===== src/verilog/scan_cycle_map.vh =====
// Register offsets, field positions, reset values and timing figures
// Included by the supervisor design files; definitions only
`ifndef SCAN_CYCLE_MAP_VH
`define SCAN_CYCLE_MAP_VH
// Byte addresses on the Avalon-MM register bus
`define REG_MIN_CYCLE 6'h00
`define REG_WATCH_CYCLE 6'h04
`define REG_MAX_DUR 6'h08
`define REG_PRESENT_DUR 6'h0c
`define REG_AVG_DUR 6'h10
`define REG_PERIPH_DUR 6'h14
`define REG_CONTROL 6'h18
`define REG_STATUS 6'h1c
`define REG_SCHED_PERIOD 6'h20
`define REG_TASK 6'h24
`define REG_EDGE_CFG 6'h28
`define REG_REFRESH_CFG 6'h2c
// Reset values
`define MIN_CYCLE_RST 16'h0000
`define WATCH_CYCLE_RST 16'h0001
`define SCHED_PERIOD_RST 16'h000a
// Field positions
`define WATCH_EN_BIT 15
`define WATCH_LIM_MSB 14
`define WATCH_LIM_MAX 15'h0fa0
`define MIN_CYCLE_MAX 16'h7d00
`define CTL_RUN 0
`define CTL_PARALLEL 1
`define CTL_CYCLE_END 2
`define CTL_PERIPH_END 3
`define CTL_CLEAR 4
`define ST_OVERRUN 0
`define ST_PERIPH_OVR 1
`define ST_SPECIAL_ERR 2
`define ST_PADDING 3
`define ST_RUNNING 4
// Timing figures
`define TICK_NS 100000
`define CLK_NS 10
`define MS_TICKS 10
`define WATCH_STEP_TICKS 100
`define DEFAULT_WATCH_TICKS 10000
`define PERIPH_LIMIT_TICKS 20000
`define AVG_DEPTH 8
`define AVG_SHIFT 3
// Task numbers
`define TASK_POWER_OFF 8'h01
`define TASK_SCHED_A 8'h02
`define TASK_SCHED_B 8'h03
`define TASK_IO_BASE 8'h64
`endif


===== src/verilog/edge_detector.v =====
// One interrupt input edge detector with selectable edge sense
// Assumes inputs synchronous to mclk
`timescale 1ns/1ps
`default_nettype none
module edge_detector (
  input wire mclk,
  input wire rst_b,
  input wire level,
  input wire both_edges,
  output reg pulse
);
  reg last;
  // Rising edge by default, either edge where the unit allows it
  always @(posedge mclk or negedge rst_b) begin
    if (!rst_b) begin
      last <= 1'b0;
      pulse <= 1'b0;
    end else begin
      last <= level;
      pulse <= (level & ~last) | (both_edges & ~level & last);
    end
  end
endmodule
`default_nettype wire


===== src/verilog/scan_cycle_time_supervisor.v =====
// Scan cycle time supervisor: pads, watches and records execution cycles
// Assumes an Avalon-MM master and cycle boundary strobes from the executor
`timescale 1ns/1ps
`default_nettype none
`include "scan_cycle_map.vh"
module scan_cycle_time_supervisor #(
  parameter TICK_CYCLES = `TICK_NS / `CLK_NS,
  parameter IO_INTS = 32
) (
  input wire mclk,
  input wire rst_b,
  input wire [5:0] avs_address,
  input wire avs_read,
  input wire avs_write,
  input wire [31:0] avs_writedata,
  input wire [3:0] avs_byteenable,
  output reg [31:0] avs_readdata,
  output reg avs_waitrequest,
  input wire program_done,
  input wire periph_done,
  input wire special_busy,
  input wire power_fail,
  input wire [IO_INTS-1:0] io_int,
  input wire ext_int,
  input wire [7:0] ext_task,
  input wire task_ack,
  output reg cycle_start,
  output reg halted,
  output reg task_req,
  output reg [7:0] task_num,
  output reg [3:0] refresh_allow
);
  localparam [16:0] TICK_DIV = TICK_CYCLES;
  // Cycle phases
  localparam [1:0] S_IDLE = 2'd0;
  localparam [1:0] S_EXEC = 2'd1;
  localparam [1:0] S_PAD = 2'd2;
  localparam [1:0] S_HALT = 2'd3;

  reg [15:0] min_cycle;
  reg [15:0] watch_cycle;
  reg [31:0] max_dur;
  reg [31:0] present_dur;
  reg [31:0] periph_dur;
  reg [15:0] sched_period;
  reg [IO_INTS-1:0] edge_cfg;
  reg [3:0] special_refresh_off;
  reg run;
  reg parallel;
  reg overrun_flag;
  reg periph_overrun_flag;
  reg special_unit_error_flag;
  reg [1:0] state;
  reg [16:0] div;
  reg tick;
  reg [31:0] tick_count;
  reg [31:0] cycle_base;
  reg [31:0] periph_base;
  reg [31:0] hist [0:`AVG_DEPTH-1];
  reg [2:0] hist_ptr;
  reg [34:0] hist_sum;
  reg [15:0] sched_cnt;
  reg sched_sel;
  reg [IO_INTS-1:0] io_pend;
  reg pf_last;
  reg pf_pend;
  reg ext_pend;
  reg [7:0] ext_num;
  reg sched_pend;
  reg [7:0] sched_num;
  reg [31:0] next_readdata;
  wire [IO_INTS-1:0] io_pulse;
  wire [31:0] elapsed = tick_count - cycle_base;
  wire [31:0] periph_elapsed = tick_count - periph_base;
  wire [31:0] min_ticks = {16'h0000, min_cycle} * `MS_TICKS;
  wire [31:0] watch_ticks = watch_cycle[`WATCH_EN_BIT] ?
    {17'h00000, watch_cycle[`WATCH_LIM_MSB:0]} * `WATCH_STEP_TICKS :
    `DEFAULT_WATCH_TICKS;
  wire sw_cycle_end = avs_write && !avs_waitrequest && avs_address == `REG_CONTROL &&
    avs_writedata[`CTL_CYCLE_END];
  wire sw_periph_end = avs_write && !avs_waitrequest && avs_address == `REG_CONTROL &&
    avs_writedata[`CTL_PERIPH_END];
  // Program-only end in parallel mode, program plus servicing otherwise
  wire exec_end = parallel ? (program_done | sw_cycle_end) :
    (periph_done | sw_cycle_end);
  wire pad_needed = min_cycle != 16'h0000 && elapsed < min_ticks;
  integer i;

  genvar g;
  generate
    for (g = 0; g < IO_INTS; g = g + 1) begin : io_edges
      edge_detector u_edge (
        .mclk(mclk),
        .rst_b(rst_b),
        .level(io_int[g]),
        .both_edges(edge_cfg[g]),
        .pulse(io_pulse[g])
      );
    end
  endgenerate

  // Free-running 0.1 ms timebase shared by padding and watch checks
  always @(posedge mclk or negedge rst_b) begin
    if (!rst_b) begin
      div <= 17'h00000;
      tick <= 1'b0;
      tick_count <= 32'h00000000;
    end else begin
      tick <= 1'b0;
      if (div == TICK_DIV - 17'h00001) begin
        div <= 17'h00000;
        tick <= 1'b1;
        tick_count <= tick_count + 32'd1;
      end else begin
        div <= div + 17'h00001;
      end
    end
  end

  // Cycle sequencer: execute, pad to minimum, or halt on overrun
  always @(posedge mclk or negedge rst_b) begin
    if (!rst_b) begin
      state <= S_IDLE;
      cycle_base <= 32'h00000000;
      periph_base <= 32'h00000000;
      cycle_start <= 1'b0;
      halted <= 1'b0;
      overrun_flag <= 1'b0;
      periph_overrun_flag <= 1'b0;
      special_unit_error_flag <= 1'b0;
      max_dur <= 32'h00000000;
      present_dur <= 32'h00000000;
      periph_dur <= 32'h00000000;
      hist_ptr <= 3'd0;
      hist_sum <= 35'h000000000;
      for (i = 0; i < `AVG_DEPTH; i = i + 1)
        hist[i] <= 32'h00000000;
    end else begin
      cycle_start <= 1'b0;
      // Refresh arriving while a special unit is still busy
      if (special_busy && (exec_end || sw_periph_end || periph_done) && state == S_EXEC)
        special_unit_error_flag <= 1'b1;
      else if (avs_write && !avs_waitrequest && avs_address == `REG_CONTROL &&
          avs_writedata[`CTL_CLEAR])
        special_unit_error_flag <= 1'b0;
      case (state)
        S_IDLE: begin
          if (run) begin
            state <= S_EXEC;
            cycle_start <= 1'b1;
            cycle_base <= tick_count;
            periph_base <= tick_count;
          end
        end
        S_EXEC: begin
          if (elapsed > watch_ticks) begin
            overrun_flag <= 1'b1;
            halted <= 1'b1;
            state <= S_HALT;
          end else if (parallel && periph_elapsed > `PERIPH_LIMIT_TICKS) begin
            periph_overrun_flag <= 1'b1;
            halted <= 1'b1;
            state <= S_HALT;
          end else if (exec_end) begin
            present_dur <= elapsed;
            if (elapsed > max_dur)
              max_dur <= elapsed;
            hist[hist_ptr] <= elapsed;
            hist_sum <= hist_sum + {3'b000, elapsed} - {3'b000, hist[hist_ptr]};
            hist_ptr <= hist_ptr + 3'd1;
            if (pad_needed) begin
              state <= S_PAD;
            end else begin
              cycle_base <= tick_count;
              cycle_start <= 1'b1;
              if (!run)
                state <= S_IDLE;
            end
          end
          // Servicing runs alongside program execution in parallel mode
          if (parallel && (periph_done || sw_periph_end)) begin
            periph_dur <= periph_elapsed;
            periph_base <= tick_count;
          end
        end
        S_PAD: begin
          if (elapsed >= min_ticks) begin
            cycle_base <= tick_count;
            cycle_start <= 1'b1;
            state <= run ? S_EXEC : S_IDLE;
          end
        end
        default: begin
          // Stays stopped until software clears the fault
          if (avs_write && !avs_waitrequest && avs_address == `REG_CONTROL &&
              avs_writedata[`CTL_CLEAR]) begin
            overrun_flag <= 1'b0;
            periph_overrun_flag <= 1'b0;
            halted <= 1'b0;
            state <= S_IDLE;
          end
        end
      endcase
    end
  end

  // Interrupt task dispatch; power-off first, then external, scheduled, I/O
  always @(posedge mclk or negedge rst_b) begin
    if (!rst_b) begin
      task_req <= 1'b0;
      task_num <= 8'h00;
      io_pend <= {IO_INTS{1'b0}};
      pf_last <= 1'b0;
      pf_pend <= 1'b0;
      ext_pend <= 1'b0;
      ext_num <= 8'h00;
      sched_pend <= 1'b0;
      sched_num <= 8'h00;
      sched_cnt <= 16'h0000;
      sched_sel <= 1'b0;
    end else begin
      pf_last <= power_fail;
      if (power_fail && !pf_last)
        pf_pend <= 1'b1;
      if (ext_int && !ext_pend) begin
        ext_pend <= 1'b1;
        ext_num <= ext_task;
      end
      if (tick) begin
        if (sched_cnt + 16'h0001 >= sched_period) begin
          sched_cnt <= 16'h0000;
          sched_sel <= ~sched_sel;
          sched_pend <= 1'b1;
          sched_num <= sched_sel ? `TASK_SCHED_B : `TASK_SCHED_A;
        end else begin
          sched_cnt <= sched_cnt + 16'h0001;
        end
      end
      if (task_req) begin
        if (task_ack)
          task_req <= 1'b0;
      end else if (pf_pend) begin
        task_req <= 1'b1;
        task_num <= `TASK_POWER_OFF;
        pf_pend <= power_fail && !pf_last; // Fresh edge wins over the clear
      end else if (ext_pend) begin
        task_req <= 1'b1;
        task_num <= ext_num;
        ext_pend <= 1'b0;
      end else if (sched_pend && !(tick && sched_cnt + 16'h0001 >= sched_period)) begin
        task_req <= 1'b1;
        task_num <= sched_num;
        sched_pend <= 1'b0;
      end else begin
        for (i = IO_INTS - 1; i >= 0; i = i - 1) begin
          if (io_pend[i] && !task_req) begin
            task_req <= 1'b1;
            task_num <= `TASK_IO_BASE + i[7:0];
          end
        end
      end
      // New edges set, served line clears; set wins in the same cycle
      for (i = 0; i < IO_INTS; i = i + 1) begin
        if (io_pulse[i])
          io_pend[i] <= 1'b1;
        else if (!task_req && !pf_pend && !ext_pend && io_pend[i] &&
            !(sched_pend && !(tick && sched_cnt + 16'h0001 >= sched_period)) &&
            (io_pend & ((32'h1 << i) - 32'h1)) == 0)
          io_pend[i] <= 1'b0;
      end
    end
  end

  // Register writes and the one-wait-state bus answer
  always @(posedge mclk or negedge rst_b) begin
    if (!rst_b) begin
      min_cycle <= `MIN_CYCLE_RST;
      watch_cycle <= `WATCH_CYCLE_RST;
      sched_period <= `SCHED_PERIOD_RST;
      edge_cfg <= {IO_INTS{1'b0}};
      special_refresh_off <= 4'h0;
      run <= 1'b0;
      parallel <= 1'b0;
      avs_waitrequest <= 1'b1;
      avs_readdata <= 32'h00000000;
      refresh_allow <= 4'h0;
    end else begin
      avs_waitrequest <= !((avs_read || avs_write) && avs_waitrequest);
      avs_readdata <= next_readdata;
      // Cyclic refresh for every class, special units maskable
      refresh_allow <= {1'b1, 1'b1, ~special_refresh_off[0], 1'b1};
      if (avs_write && !avs_waitrequest) begin
        if (avs_address == `REG_MIN_CYCLE) begin
          if (avs_writedata[15:0] <= `MIN_CYCLE_MAX)
            min_cycle <= avs_writedata[15:0];
        end else if (avs_address == `REG_WATCH_CYCLE) begin
          if (!avs_writedata[`WATCH_EN_BIT] ||
              (avs_writedata[`WATCH_LIM_MSB:0] != 15'h0000 &&
               avs_writedata[`WATCH_LIM_MSB:0] <= `WATCH_LIM_MAX))
            watch_cycle <= avs_writedata[15:0];
        end else if (avs_address == `REG_CONTROL) begin
          run <= avs_writedata[`CTL_RUN];
          parallel <= avs_writedata[`CTL_PARALLEL];
        end else if (avs_address == `REG_SCHED_PERIOD) begin
          sched_period <= avs_writedata[15:0];
        end else if (avs_address == `REG_EDGE_CFG) begin
          edge_cfg <= avs_writedata[IO_INTS-1:0];
        end else if (avs_address == `REG_REFRESH_CFG) begin
          special_refresh_off <= avs_writedata[3:0];
        end
      end
      if (halted)
        run <= 1'b0;
    end
  end

  // Read mux; unmapped addresses read zero
  always @* begin
    next_readdata = 32'h00000000;
    if (avs_address == `REG_MIN_CYCLE)
      next_readdata = {16'h0000, min_cycle};
    else if (avs_address == `REG_WATCH_CYCLE)
      next_readdata = {16'h0000, watch_cycle};
    else if (avs_address == `REG_MAX_DUR)
      next_readdata = max_dur;
    else if (avs_address == `REG_PRESENT_DUR)
      next_readdata = present_dur;
    else if (avs_address == `REG_AVG_DUR)
      next_readdata = hist_sum[34:`AVG_SHIFT];
    else if (avs_address == `REG_PERIPH_DUR)
      next_readdata = periph_dur;
    else if (avs_address == `REG_CONTROL)
      next_readdata = {30'h00000000, parallel, run};
    else if (avs_address == `REG_STATUS)
      next_readdata = {27'h0000000, state != S_IDLE && state != S_HALT, state == S_PAD,
        special_unit_error_flag, periph_overrun_flag, overrun_flag};
    else if (avs_address == `REG_SCHED_PERIOD)
      next_readdata = {16'h0000, sched_period};
    else if (avs_address == `REG_TASK)
      next_readdata = {23'h000000, task_req, task_num};
    else if (avs_address == `REG_EDGE_CFG)
      next_readdata = edge_cfg;
    else if (avs_address == `REG_REFRESH_CFG)
      next_readdata = {28'h0000000, special_refresh_off};
  end
endmodule
`default_nettype wire


===== config.mk =====
export PLATFORM = sky130hd
export DESIGN_NAME = scan_cycle_time_supervisor
export DESIGN_NICKNAME = d
export VERILOG_FILES = /design/src/verilog/edge_detector.v /design/src/verilog/scan_cycle_time_supervisor.v
export VERILOG_INCLUDE_DIRS = /design/src /design/src/verilog
export SDC_FILE = /design/constraint.sdc
export NUM_CORES = 2
export LEC_CHECK = 0
export BUFFER_PORTS_ARGS = -buffer_cell sky130_fd_sc_hd__buf_2
export CAP_MARGIN = 25
export CORE_MARGIN = 2
export CORE_UTILIZATION = 40
export CTS_CLUSTER_DIAMETER = 80
export DETAILED_ROUTE_END_ITERATION = 12
export REMOVE_ABC_BUFFERS = 1
export SYNTH_ARGS = -nofsm -noshare
export SYNTH_HDL_FRONTEND = slang
export SYNTH_SLANG_ARGS = --single-unit
export TNS_END_PERCENT = 30

===== constraint.sdc =====
create_clock -name mclk -period 8.1 [get_ports mclk]
set_input_delay 1.62 -clock mclk [delete_from_list [all_inputs] [get_ports mclk]]
set_output_delay 1.62 -clock mclk [all_outputs]
set_load 0.1 [all_outputs]

==> impl_metrics.env <==
export IMPL_crit_type="reg2reg"
export IMPL_cp_end_kind="flop"
export IMPL_gp_congestion=0.926
export IMPL_holdPathStages=1
export IMPL_synth_edff_count=0
export IMPL_hold_viol=0
export IMPL_highest_layer="met5"
export IMPL_finalClockSkew_ns=0.0330
export IMPL_tightest_slew_ns=1.20
export IMPL_final_cell_mix="dfrtp_1 (761), nand2_1 (311), inv_1 (276)"
export IMPL_final_period_utilization=0.916
export IMPL_startpoint="watch_cycle[2]"
export IMPL_drive_gt1_frac=0.175
export IMPL_layout_commonest_cell="dfrtp_1"
export IMPL_core_area_mm2=0.107
export IMPL_rrSetupSlack_ns=0.68
export IMPL_synth_seq_cells=768
export IMPL_htree_levels=3
export IMPL_dieArea_mm2=0.110
export IMPL_clock_sinks=768
export IMPL_yosys_area_top_type="dfrtp_1"
export IMPL_wl_per_cell_um=20.9
export IMPL_grt_max_degree=147
export IMPL_vias=30300
export IMPL_antenna_found_initial=5
export IMPL_io_pins=140
export IMPL_grt_usage=0.212
export IMPL_first_pass_iters=9
export IMPL_fin_setup_tns_ns=0
export IMPL_clk_latency_ns=0.68
export IMPL_crit_arrival_ns=7.95
export IMPL_postCtsSetupRepairBufs=0
export IMPL_hold_path_class="reg2reg"
export IMPL_hpwl_mm=84.4
export IMPL_synth_cell_area_mm2=0.0428
export IMPL_p_leak_nw=23.7
export IMPL_dr_wl_met3_mm=5.85
export IMPL_syn_inst=3930
export IMPL_fin_crit_ns=7.42
export IMPL_clk_pin_slew_ns=0.07
export IMPL_nets=4462
export IMPL_slew_viol_final=0
export IMPL_drv_cap=0
export IMPL_grt_overflow=0
export IMPL_ys_flop_type="dfrtp_1"
export IMPL_status="completed"
export IMPL_max_freq_mhz=135
export IMPL_drc_errors=0
export IMPL_start_util=0.402
export IMPL_num_rows=120
export IMPL_critPathRequiredTime_ns=8.63
export IMPL_dieHeight_um=331
export IMPL_rr_endpoint="hist[21]"
export IMPL_cts_tree="done"
export IMPL_powerDensity_mw_per_mm2=237
export IMPL_die_width_um=331
export IMPL_worstSetupStartpointType="flop"
export IMPL_grt_pass1_wl_mm=178
export IMPL_grt_pass1_vias=29500
export IMPL_dr_wl_met2_mm=52.9
export IMPL_critPathSlowestCell="a21oi_1"
export IMPL_port_buffers=135
export IMPL_cp_endpoint="hist[21]"
export IMPL_drt_wl_total_mm=116
export IMPL_slew_headroom=0.193
export IMPL_avgSynthCellArea_um2=10.9
export IMPL_slowest_delay_ns=0.76
export IMPL_area_growth_pct=12.4
export IMPL_ys_async_sr_fraction=1.00
export IMPL_cpMostUsedCell="a21oi_1"
export IMPL_synth_cell_type_count=96
export IMPL_cts_buffer_depth=3
export IMPL_synth_top_area_frac=0.447
export IMPL_rr_startpoint="watch_cycle[2]"
export IMPL_synth_area_leaders="dfrtp_1 (45%), ha_1 (7.9%), mux2_2 (5.9%)"
export IMPL_viasPerCell=5.48
export IMPL_yosysWarnings=0
export IMPL_yosysSeqAreaShare=0.449
export IMPL_numCtsBuffers=84
export IMPL_clk_root_buffer_cell="clkbuf_16"
export IMPL_ant_nets=0
export IMPL_m1WireLength_mm=53.4
export IMPL_hold_slack_ns=0.428
export IMPL_cp_max_fo=19
export IMPL_drtIter0Drc=2343
export IMPL_setup_viol=0
export IMPL_rsz0062_at_grt="false"
export IMPL_r2r_cells=28
export IMPL_vdd_drop_max_mv=0.165
[timing repair]
action,CTS,global route
setup endpoints to repair,0,130
hold buffers,0,0
resized for setup,0,4
[sequential cells by signal, indices dropped and copies added, names as in the netlist, 17 cells and up]
name,count
hist,256
hist_sum,35
avs_readdata,32
cycle_base,32
edge_cfg,32
io_edges.u_edge.last,32
io_edges.u_edge.pulse,32
io_pend,32
max_dur,32
periph_base,32
periph_dur,32
present_dur,32
tick_count,32
div,17
[worst min path at each step]
stage | end | slack [ns] | start
after global routing | io_pend[14] | 0.44 | io_edges[14].u_edge.pulse
final | io_pend[10] | 0.43 | io_edges[10].u_edge.pulse
after floorplan | pf_pend | 0.40 | pf_last
after detailed placement | io_pend[14] | 0.42 | io_edges[14].u_edge.pulse
after CTS | io_pend[4] | 0.43 | io_edges[4].u_edge.pulse
after global placement | io_pend[20] | 0.41 | io_edges[20].u_edge.pulse
[area by class of cell]
| class | instances | area (um^2) |
|---|---|---|
| Clock buffer | 120 | 2460 |
| Multi-Input combinational cell | 2718 | 21900 |
| Clock inverter | 36 | 418 |
| Timing Repair Buffer | 206 | 1340 |
| Antenna cell | 4 | 10.0 |
| Sequential cell | 768 | 19200 |
| Inverter | 278 | 1040 |
| Tap cell | 1403 | 1760 |
| Fill cell | 9975 | 58500 |
[synth_stat cells (54+ instances only)]
master / instances
dfrtp_1: 764
nand2_1: 311
inv_1: 276
ha_1: 269
mux2_2: 225
o21ai_0: 210
nor2_1: 181
a21oi_1: 162
mux2_1: 116
clkbuf_1: 106
nand3_1: 99
xnor2_1: 92
a21o_1: 76
nor2b_1: 73
mux4_2: 64
xor2_1: 63
nor3_1: 62
and2_1: 61
mux2i_1: 54
[logic make-up (layout without fill, tap and decap cells)]
| logic type | Yosys count | count (layout) | synth area share |
|---|---|---|---|
| simple gates | 1008 | 1008 | 0.117 |
| flops | 768 | 768 | 0.449 |
| compound gates | 761 | 761 | 0.117 |
| mux | 478 | 478 | 0.143 |
| buf+inv | 444 | 640 | 0.0430 |
| fa+ha+maj | 314 | 314 | 0.0996 |
| xor+xnor | 156 | 156 | 0.0321 |
| other cells | 1 | 5 | 0.0000876 |
[metrics by stage]
step	cells	util	setup WS [ns]	instance area, um^2	power, mW
after floorplan	3764	-	1.25	42000	6.64
after global placement	5369	0.424	0.393	45200	7.49
after detailed placement	5371	0.424	0.426	45200	7.53
after CTS	5527	0.451	0.346	48100	11.5
after global routing	5531	0.452	0.0427	48100	12.0
final	5533	0.452	0.683	48100	11.4
[critical path, delay by kind of cell, from the launching register on]
| family | cells | cell delay [ns] |
|---|---|---|
| multiplexers | 1 | 0.33 |
| buffers and inverters | 3 | 0.34 |
| flip-flops | 1 | 0.44 |
| AND/OR/NAND/NOR | 7 | 1.19 |
| AO/OA/AOI/OAI | 12 | 3.23 |
| adder cells (fa/ha/maj) | 5 | 1.69 |
[routing by layer]
layer | vias to the layer above | GRT usage
li1 | 14300 | -
met5 | - | 0
met4 | 2 | 0.0726
met2 | 711 | 0.333
met3 | 203 | 0.0317
met1 | 15100 | 0.299
[power breakdown]
| part | switching (mW) | leakage, nW | total (mW) | internal, mW |
|---|---|---|---|---|
| clock | 1.66 | 1.41 | 3.95 | 2.29 |
| sequential | 0.393 | 10.2 | 4.46 | 4.07 |
| combinational | 1.75 | 12.1 | 3.01 | 1.26 |
No activity file was read; power rests on OpenSTA's default activity.
